**src/shared/codec_regs_pkg.sv**
```systemverilog
package codec_regs_pkg;

  localparam logic [7:0] offset_addr      = 8'h0a;
  localparam logic [7:0] flags_addr       = 8'h0b;
  localparam logic [7:0] filter_addr      = 8'h0c;
  localparam logic [7:0] offset_reset     = 8'h00;
  localparam logic [3:0] pll_r_reset      = 4'h1;
  localparam logic [7:0] filter_reset     = 8'h00;
  localparam logic [4:0] pll_r_zero_value = 5'h10;
  localparam logic [8:0] frame_256_clocks = 9'h100;

  // Offset limits per bit clock mode and format
  localparam logic [7:0] max_cont_std = 8'h11;
  localparam logic [7:0] max_cont_dsp = 8'h10;
  localparam logic [7:0] max_256_std  = 8'hf2;
  localparam logic [7:0] max_256_dsp  = 8'hf1;

  typedef enum logic [1:0] {
    fmt_i2s                   = 2'h0,
    fmt_dsp                   = 2'h1,
    right_justified_format    = 2'h2,
    left_justified_format     = 2'h3
  } xfer_mode_t;

  typedef enum logic [1:0] {
    hpf_off  = 2'h0,
    hpf_0045 = 2'h1,
    hpf_0125 = 2'h2,
    hpf_025  = 2'h3
  } hpf_mode_t;

  typedef struct packed {
    logic       adc_left;
    logic       adc_right;
    logic       dac_left;
    logic       dac_right;
  } ovf_t;

  typedef struct packed {
    hpf_mode_t  hpf_left;
    hpf_mode_t  hpf_right;
    logic       fx_left;
    logic       deemph_left;
    logic       fx_right;
    logic       deemph_right;
  } filter_t;

  typedef struct packed {
    logic       wr;
    logic       rd;
    logic [7:0] addr;
    logic [7:0] wdata;
  } reg_req_t;

  typedef struct packed {
    logic [7:0] offset;
    ovf_t       flags;
    logic [3:0] pll_r;
    filter_t    filter;
    logic [7:0] rdata;
  } state_t;

endpackage

```
**src/logic/codec_offset_flag_filter_regs.sv**
```systemverilog
`timescale 1ns/1ps
// Contract
// - The offset code sets the data start point in bit clocks after frame start, 0 to 255.
// - In DSP format the offset is counted from the rising edge of the word clock.
// - Four read-only overflow flags sit at bits 7 to 4 and are zero after reset.
// - An overflow flag stays set after the overflow condition goes away.
// - Reading the flag register clears the flags it returns, but an overflow in the same cycle sets its flag again.
// - PLL R codes 1 to 15 select that value, code 0 selects 16, reset value is 1.
// - Left ADC highpass code 00 disables it, other codes pick the corner ratio.
// - Right ADC highpass uses the same encoding in bits 5 to 4.
// - Bits 3 and 1 enable the left and right DAC effects filters.
// - Bits 2 and 0 enable the left and right DAC de-emphasis filters.
// - The two-bit transfer mode selects I2S, DSP, right- or left-justified format.
// - With bit clock output and the rate bit set, a frame has 256 bit clocks.
module codec_offset_flag_filter_regs
  import codec_regs_pkg::*;
(
  input  wire logic       clock,
  input  wire logic       srst,
  input  wire reg_req_t   req,
  input  wire ovf_t       overflow,
  input  wire xfer_mode_t xfer_mode,
  input  wire logic       bclk_is_output,
  input  wire logic       rate_256,
  output logic [7:0]      rdata,
  output logic [7:0]      data_offset,
  output logic            offset_from_wclk_rise,
  output logic [8:0]      bclks_per_frame,
  output logic            offset_in_range,
  output logic [4:0]      pll_r_divider,
  output filter_t         filter_ctl,
  output logic            hpf_left_en,
  output logic            hpf_right_en
);

  state_t state;
  state_t next_state;

  function automatic logic [7:0] read_mux(input state_t s, input logic [7:0] a);
    unique case (a)
      offset_addr: read_mux = s.offset;
      flags_addr:  read_mux = {s.flags, s.pll_r};
      filter_addr: read_mux = s.filter;
      default:     read_mux = '0;
    endcase
  endfunction

  logic       clear_rd;
  logic       mode_256;
  logic [7:0] max_offset;

  assign clear_rd = req.rd && (req.addr == flags_addr);

  always_comb begin
    next_state = state;
    next_state.rdata = req.rd ? read_mux(state, req.addr) : state.rdata;
    if (clear_rd) begin
      next_state.flags = '0;
    end
    next_state.flags = next_state.flags | overflow;
    if (req.wr) begin
      unique case (req.addr)
        offset_addr: next_state.offset = req.wdata;
        flags_addr:  next_state.pll_r = 4'(req.wdata);
        filter_addr: next_state.filter = filter_t'(req.wdata);
        default:     next_state.offset = state.offset;
      endcase
    end
    if (srst) begin
      next_state.offset = offset_reset;
      next_state.flags  = '0;
      next_state.pll_r  = pll_r_reset;
      next_state.filter = filter_t'(filter_reset);
      next_state.rdata  = '0;
    end
  end

  always_ff @(posedge clock) begin
    state <= next_state;
  end

  assign rdata       = state.rdata;
  assign data_offset = state.offset;
  assign filter_ctl  = state.filter;
  assign hpf_left_en  = (state.filter.hpf_left != hpf_off);
  assign hpf_right_en = (state.filter.hpf_right != hpf_off);
  assign pll_r_divider = (state.pll_r == '0) ? pll_r_zero_value : {1'b0, state.pll_r};
  assign offset_from_wclk_rise = (xfer_mode == fmt_dsp);
  assign mode_256 = bclk_is_output && rate_256;
  assign bclks_per_frame = mode_256 ? frame_256_clocks : '0;

  always_comb begin
    if (mode_256) begin
      max_offset = (xfer_mode == fmt_dsp) ? max_256_dsp : max_256_std;
    end else begin
      max_offset = (xfer_mode == fmt_dsp) ? max_cont_dsp : max_cont_std;
    end
  end
  assign offset_in_range = (state.offset <= max_offset);

  a_flag_sticky: assert property (@(posedge clock) disable iff (srst)
    (|overflow) |=> ((state.flags & $past(overflow)) == $past(overflow)))
    else $error("overflow flag not set");

  a_flag_read_clear: assert property (@(posedge clock) disable iff (srst)
    (clear_rd && overflow == '0) |=> (state.flags == '0))
    else $error("flags not cleared by read");

  a_flag_hold: assert property (@(posedge clock) disable iff (srst)
    (!clear_rd) |=> ((state.flags & $past(state.flags)) == $past(state.flags)))
    else $error("flag lost without read");

  a_flag_read_data: assert property (@(posedge clock) disable iff (srst)
    (clear_rd) |=> (rdata[7:4] == $past(state.flags)))
    else $error("flag read data wrong");

  a_pll_write: assert property (@(posedge clock) disable iff (srst)
    (req.wr && req.addr == flags_addr && !clear_rd && overflow == '0)
      |=> (state.pll_r == $past(req.wdata[3:0]) && state.flags == $past(state.flags)))
    else $error("pll write handling wrong");

  a_pll_decode: assert property (@(posedge clock) disable iff (srst)
    (state.pll_r == 4'h0) |-> (pll_r_divider == 5'h10))
    else $error("pll zero decode wrong");

  a_offset_write: assert property (@(posedge clock) disable iff (srst)
    (req.wr && req.addr == offset_addr) |=> (data_offset == $past(req.wdata)))
    else $error("offset write lost");

  a_filter_write: assert property (@(posedge clock) disable iff (srst)
    (req.wr && req.addr == filter_addr) |=> (filter_ctl == $past(req.wdata)))
    else $error("filter write lost");

  a_reset_values: assert property (@(posedge clock)
    srst |=> (state.flags == '0 && state.pll_r == 4'h1 && data_offset == 8'h00))
    else $error("reset values wrong");

  a_frame_256: assert property (@(posedge clock) disable iff (srst)
    (bclk_is_output && rate_256) |-> (bclks_per_frame == 9'h100))
    else $error("frame length wrong");

  a_flag_set_wins: assert property (@(posedge clock) disable iff (srst)
    (clear_rd && overflow != '0) |=> (state.flags == $past(overflow)))
    else $error("event lost on clearing read");

  a_read_offset: assert property (@(posedge clock) disable iff (srst)
    (req.rd && req.addr == offset_addr) |=> (rdata == $past(state.offset)))
    else $error("offset read data wrong");

  a_read_pll: assert property (@(posedge clock) disable iff (srst)
    clear_rd |=> (rdata[3:0] == $past(state.pll_r)))
    else $error("pll read data wrong");

  a_read_filter: assert property (@(posedge clock) disable iff (srst)
    (req.rd && req.addr == filter_addr) |=> (rdata == $past(state.filter)))
    else $error("filter read data wrong");

  a_offset_hold: assert property (@(posedge clock) disable iff (srst)
    !(req.wr && req.addr == offset_addr) |=> $stable(data_offset))
    else $error("offset changed without write");

  a_filter_hold: assert property (@(posedge clock) disable iff (srst)
    !(req.wr && req.addr == filter_addr) |=> $stable(filter_ctl))
    else $error("filter changed without write");

  a_hpf_left_off: assert property (@(posedge clock) disable iff (srst)
    (filter_ctl.hpf_left == hpf_off) |-> !hpf_left_en)
    else $error("left highpass not disabled");

  a_hpf_left_on: assert property (@(posedge clock) disable iff (srst)
    (filter_ctl.hpf_left != hpf_off) |-> hpf_left_en)
    else $error("left highpass not enabled");

  a_hpf_right_off: assert property (@(posedge clock) disable iff (srst)
    (filter_ctl.hpf_right == hpf_off) |-> !hpf_right_en)
    else $error("right highpass not disabled");

  a_hpf_right_on: assert property (@(posedge clock) disable iff (srst)
    (filter_ctl.hpf_right != hpf_off) |-> hpf_right_en)
    else $error("right highpass not enabled");

  a_dsp_reference: assert property (@(posedge clock) disable iff (srst)
    (xfer_mode == fmt_dsp) |-> offset_from_wclk_rise)
    else $error("dsp offset reference wrong");

  a_mode_reference: assert property (@(posedge clock) disable iff (srst)
    (xfer_mode != fmt_dsp) |-> !offset_from_wclk_rise)
    else $error("non dsp offset reference wrong");

  a_frame_cont: assert property (@(posedge clock) disable iff (srst)
    !(bclk_is_output && rate_256) |-> (bclks_per_frame == '0))
    else $error("continuous frame length wrong");

  a_limit_cont_dsp: assert property (@(posedge clock) disable iff (srst)
    (!(bclk_is_output && rate_256) && xfer_mode == fmt_dsp)
      |-> (offset_in_range == (data_offset <= max_cont_dsp)))
    else $error("continuous dsp limit wrong");

  a_limit_256_std: assert property (@(posedge clock) disable iff (srst)
    ((bclk_is_output && rate_256) && xfer_mode != fmt_dsp)
      |-> (offset_in_range == (data_offset <= max_256_std)))
    else $error("256 clock limit wrong");

  a_pll_nonzero: assert property (@(posedge clock) disable iff (srst)
    (state.pll_r != '0) |-> (pll_r_divider == 5'(state.pll_r)))
    else $error("pll nonzero decode wrong");

endmodule // codec_offset_flag_filter_regs

```
**config.mk**
```make
export PLATFORM = sky130hd
export DESIGN_NAME = codec_offset_flag_filter_regs
export DESIGN_NICKNAME = d
export VERILOG_FILES = /design/src/shared/codec_regs_pkg.sv /design/src/logic/codec_offset_flag_filter_regs.sv
export SDC_FILE = /design/constraint.sdc
export NUM_CORES = 1
export LEC_CHECK = 0
export BUFFER_PORTS_ARGS = -buffer_cell sky130_fd_sc_hd__buf_2
export CAP_MARGIN = 25
export CORE_ASPECT_RATIO = 0.6
export CORE_UTILIZATION = 48
export DETAILED_ROUTE_END_ITERATION = 10
export PLACE_DENSITY = 0.77
export SYNTH_ARGS = -nofsm -noshare
export SYNTH_HDL_FRONTEND = slang
export SYNTH_SLANG_ARGS = --single-unit
```
**constraint.sdc**
```tcl
create_clock -name clock -period 2.27 [get_ports clock]
set_input_delay 0.454 -clock clock [delete_from_list [all_inputs] [get_ports clock]]
set_output_delay 0.454 -clock clock [all_outputs]
set_load 0.02 [all_outputs]
```
==> results by stage <==
Timing:
- Adding up every negative setup slack in the final design gives 0 ns.
- The relative slew slack is 60.2%.
- The routed design could run at a clock period as short as 2.19 ns.
- The maximum clock skew at final layout is 0.00315 ns.
- The number of slew-limit violations in the final report is 0.
- The fmax is 456 MHz.
- The number of endpoints failing setup at the final stage is 0.
- The number of hold violations in the final report is 0.
- The slew at the pin with the worst max-slew slack is approximately 0.6 ns.
- The fraction of the cycle the final worst path needs is 96.5%.
- Across all setup checks in the final design, the least slack found is 0.0789 ns.

Clocking:
- The deepest level of the CTS H-tree is 2.
- The clock tree from TritonCTS is done.
- The clock-pin slew reported for the worst setup and hold paths after clock tree synthesis is 0.06 ns.
- The number of buffers created by CTS is 5.
- The tree built by TritonCTS fans out to 32 sinks.
- The cell chosen for the clock root is sky130_fd_sc_hd__clkbuf_8.
- The source-to-sink clock delay at the later pin of the worst-skew pair is approximately 0.28 ns.
- The maximum clock path buffer count is 2.
- The number of setup buffers added after CTS is 0.

Min path:
- The classification of the worst-slack hold path is in -> reg.

Route:
- The mean number of vias per cell is 5.14.
- The detailed-route DRC error count is 0.
- In this run the remaining antenna-violating nets after routing total 0.
- For this block, the via count after detailed routing is 1511.
- The detailed-routing iteration count for the pre-antenna-repair pass is 4.
- The average wire per cell in the routed design is 14.1 um.
- The total detailed-routing wirelength is between 4 and 5 mm.
- The first routing iteration left 34 violations.

Placement:
- Summed over all nets, the half-perimeter wirelength after detailed placement is 3.11 mm.
- The port buffer count is 61.
- The post-place setup slack is 0.0939 ns.
- The number of instances in the placed design is 289.
- The last weighted congestion value of the routability-driven placer is 0.750.

Power:
- The power density normalized to cell area is 490 nW/um2.
- The worst supply voltage drop on vdd is between 0.3 and 0.4 mV.
- The leakage power is between 1 and 1.5 nW.

Logic synthesis:
- In this run the cell area of the synthesized design comes to 1990 um2.
- During synthesis, Yosys emitted a total of 0 warnings.
- After technology mapping, the gate count stands at 215.
- In this run, synthesis inferred 0 flip-flops with an integrated enable.
- In the synthesized netlist the async set-or-reset flop fraction comes to 0%.
- After synthesis, the netlist uses 31 different library cells.
- The most frequently used flop master after synthesis is sky130_fd_sc_hd__dfxtp_1.
- The post-synthesis area per instance is 9.27 um2.
- Summing the sequential cell areas from Yosys gives 32.1% of the chip area.
- The total of flip-flops plus latches after synthesis is 32.

Floorplan:
- The width of the die is 85.2 um.
- Pin placement for this block handled 70 I/O pins.
- The die span in y is slightly above 50 um.
- The number of standard-cell rows in the floorplan is 17.
- Once the floorplan was initialized, standard cells occupied between 50% and 60% of the core.
- The floorplan step defined a die boundary enclosing 4420 um2.
- The area of the placeable core is about 3800 um2.

Worst setup path:
- STA classifies the critical path startpoint as an input pin.
- Of all nets on the critical path, the largest fanout is 2.
- The required arrival time at the worst endpoint is 1.82 ns.
- STA puts the critical path data arrival time at 1.74 ns.
- The type of element capturing the critical path is a primary output.
- The critical path in this run is classified as in -> out.

Cells and area:
- Once layout is complete, the cells apart from fillers number about 290.
- The repair_antennas step left the layout with diodes totalling 0.
- Of the cells placed in the final design, the portion with a size suffix greater than 1 is 35.6%.
- Compared with the post-synthesis result, the final layout area differs by 10.6%.
- The total number of nets in the final design is 283.
- In the layout the commonest cells are 61 x sky130_fd_sc_hd__buf_2, 34 x sky130_fd_sc_hd__nand2b_1, 32 x sky130_fd_sc_hd__dfxtp_1.
- The most common cell after layout, fill and taps aside is sky130_fd_sc_hd__buf_2.

Global route:
- The overflow left after global routing is 0.
- The via count of the first global-routing pass is between 1000 and 1500.
- The number of antenna violations at the first check in global routing was 0.
- The wire length of the first global-routing pass is between 6 and 7 mm.
- The maximum number of pins on one net before global-route repair is 43.
- Across every metal layer, demand over resource in global routing totals roughly a fifth.

Flow run:
- Across the run, the number of max-cap violations was 0.

Run status:
- The flow ran to the end, and the final reports show no timing, DRC or antenna violations.
==> worst max-delay path, cell delays in order <==
cell and delay (ns):
sky130_fd_sc_hd__buf_2 0.10, sky130_fd_sc_hd__nand2b_4 0.13, sky130_fd_sc_hd__ha_1 0.18, sky130_fd_sc_hd__inv_1 0.08, sky130_fd_sc_hd__ha_4 0.20, sky130_fd_sc_hd__nand2b_1 0.06, sky130_fd_sc_hd__a21oi_1 0.06, sky130_fd_sc_hd__o32ai_1 0.26
sky130_fd_sc_hd__buf_2 0.20
==> cells in the mapped netlist (3+ instances only) <==
library cell	number	area, um2
sky130_fd_sc_hd__a211oi_1	10	75.1
sky130_fd_sc_hd__a221oi_1	6	52.6
sky130_fd_sc_hd__buf_4	33	248
sky130_fd_sc_hd__clkbuf_1	9	33.8
sky130_fd_sc_hd__dfxtp_1	32	641
sky130_fd_sc_hd__ha_1	6	75.1
sky130_fd_sc_hd__inv_1	6	22.5
sky130_fd_sc_hd__mux2_2	8	90.1
sky130_fd_sc_hd__mux2i_1	20	200
sky130_fd_sc_hd__nand2b_1	35	219
sky130_fd_sc_hd__nor2_1	12	45.0
sky130_fd_sc_hd__nor2b_1	11	68.8
sky130_fd_sc_hd__o32ai_1	3	26.3
==> cells by family after synthesis <==
family	synth area share [%]
compound gates	9.60
flops	32.1
simple gates	23.4
other cells	0.188
mux	14.6
fa+ha+maj	3.77
buf+inv	16.3
==> through the flow <==
| step | util, % | hold slack [ns] | power (W) | area [um2] |
|---|---|---|---|---|
| 5_1_grt | 57.6 | 0.444 | 0.00114 | 2200 |
| 6_report | 57.6 | 0.448 | 0.00108 | 2200 |
| 4_1_cts | 56.9 | 0.441 | 0.00109 | 2180 |
| 3_3_place_gp | 55.1 | 0.462 | 0.000704 | 2110 |
| 3_5_place_dp | 55.1 | 0.463 | 0.000708 | 2110 |
| 2_1_floorplan | - | 0.454 | 0.000672 | 2020 |
==> what timing repair did <==
action,4_1_cts,5_1_grt
hold buffers,0,0
gates resized for setup,0,3
setup endpoints to repair,0,1
==> final timing paths <==
check / start / to / slack (ns) / cells after the start
worst min register to register: rdata[7] / rdata[7] / 0.47 / 2
worst max register to register: data_offset[2] / rdata[2] / 1.10 / 3
worst min-delay path: req[0] / state[16] / 0.45 / 3
worst max-delay path: xfer_mode[1] / offset_in_range / 0.08 / 9
==> sequential cells by signal, indices dropped and copies added (netlist names) <==
register / count
filter_ctl: 8
rdata: 8
data_offset: 8
state: 8
==> routing by layer <==
layer	wire length [um]	track usage, %	share of wire [%]
met5	0	0	0
met4	38	7.63	0.92
met3	212	5.71	5.1
met2	1810	31.3	44
met1	2070	25.7	50
==> report_power, final <==
group | internal [W] | switching [W] | total, W
Clock | 0.000197 | 0.000184 | 0.000381
Sequential | 0.000567 | 0.00000312 | 0.000570
Combinational | 0.0000560 | 0.0000728 | 0.000129
Total | 0.000820 | 0.000260 | 0.00108
==> final cells by class <==
type                            count  area, um2
Multi-Input combinational cell    139       1080
Sequential cell                    32        641
Clock buffer                        5       68.8
Fill cell                         356       1620
Inverter                            6       22.5
Tap cell                           47       58.8
Timing Repair Buffer               65        335
Note: power is estimated with default switching activity, not from simulation.
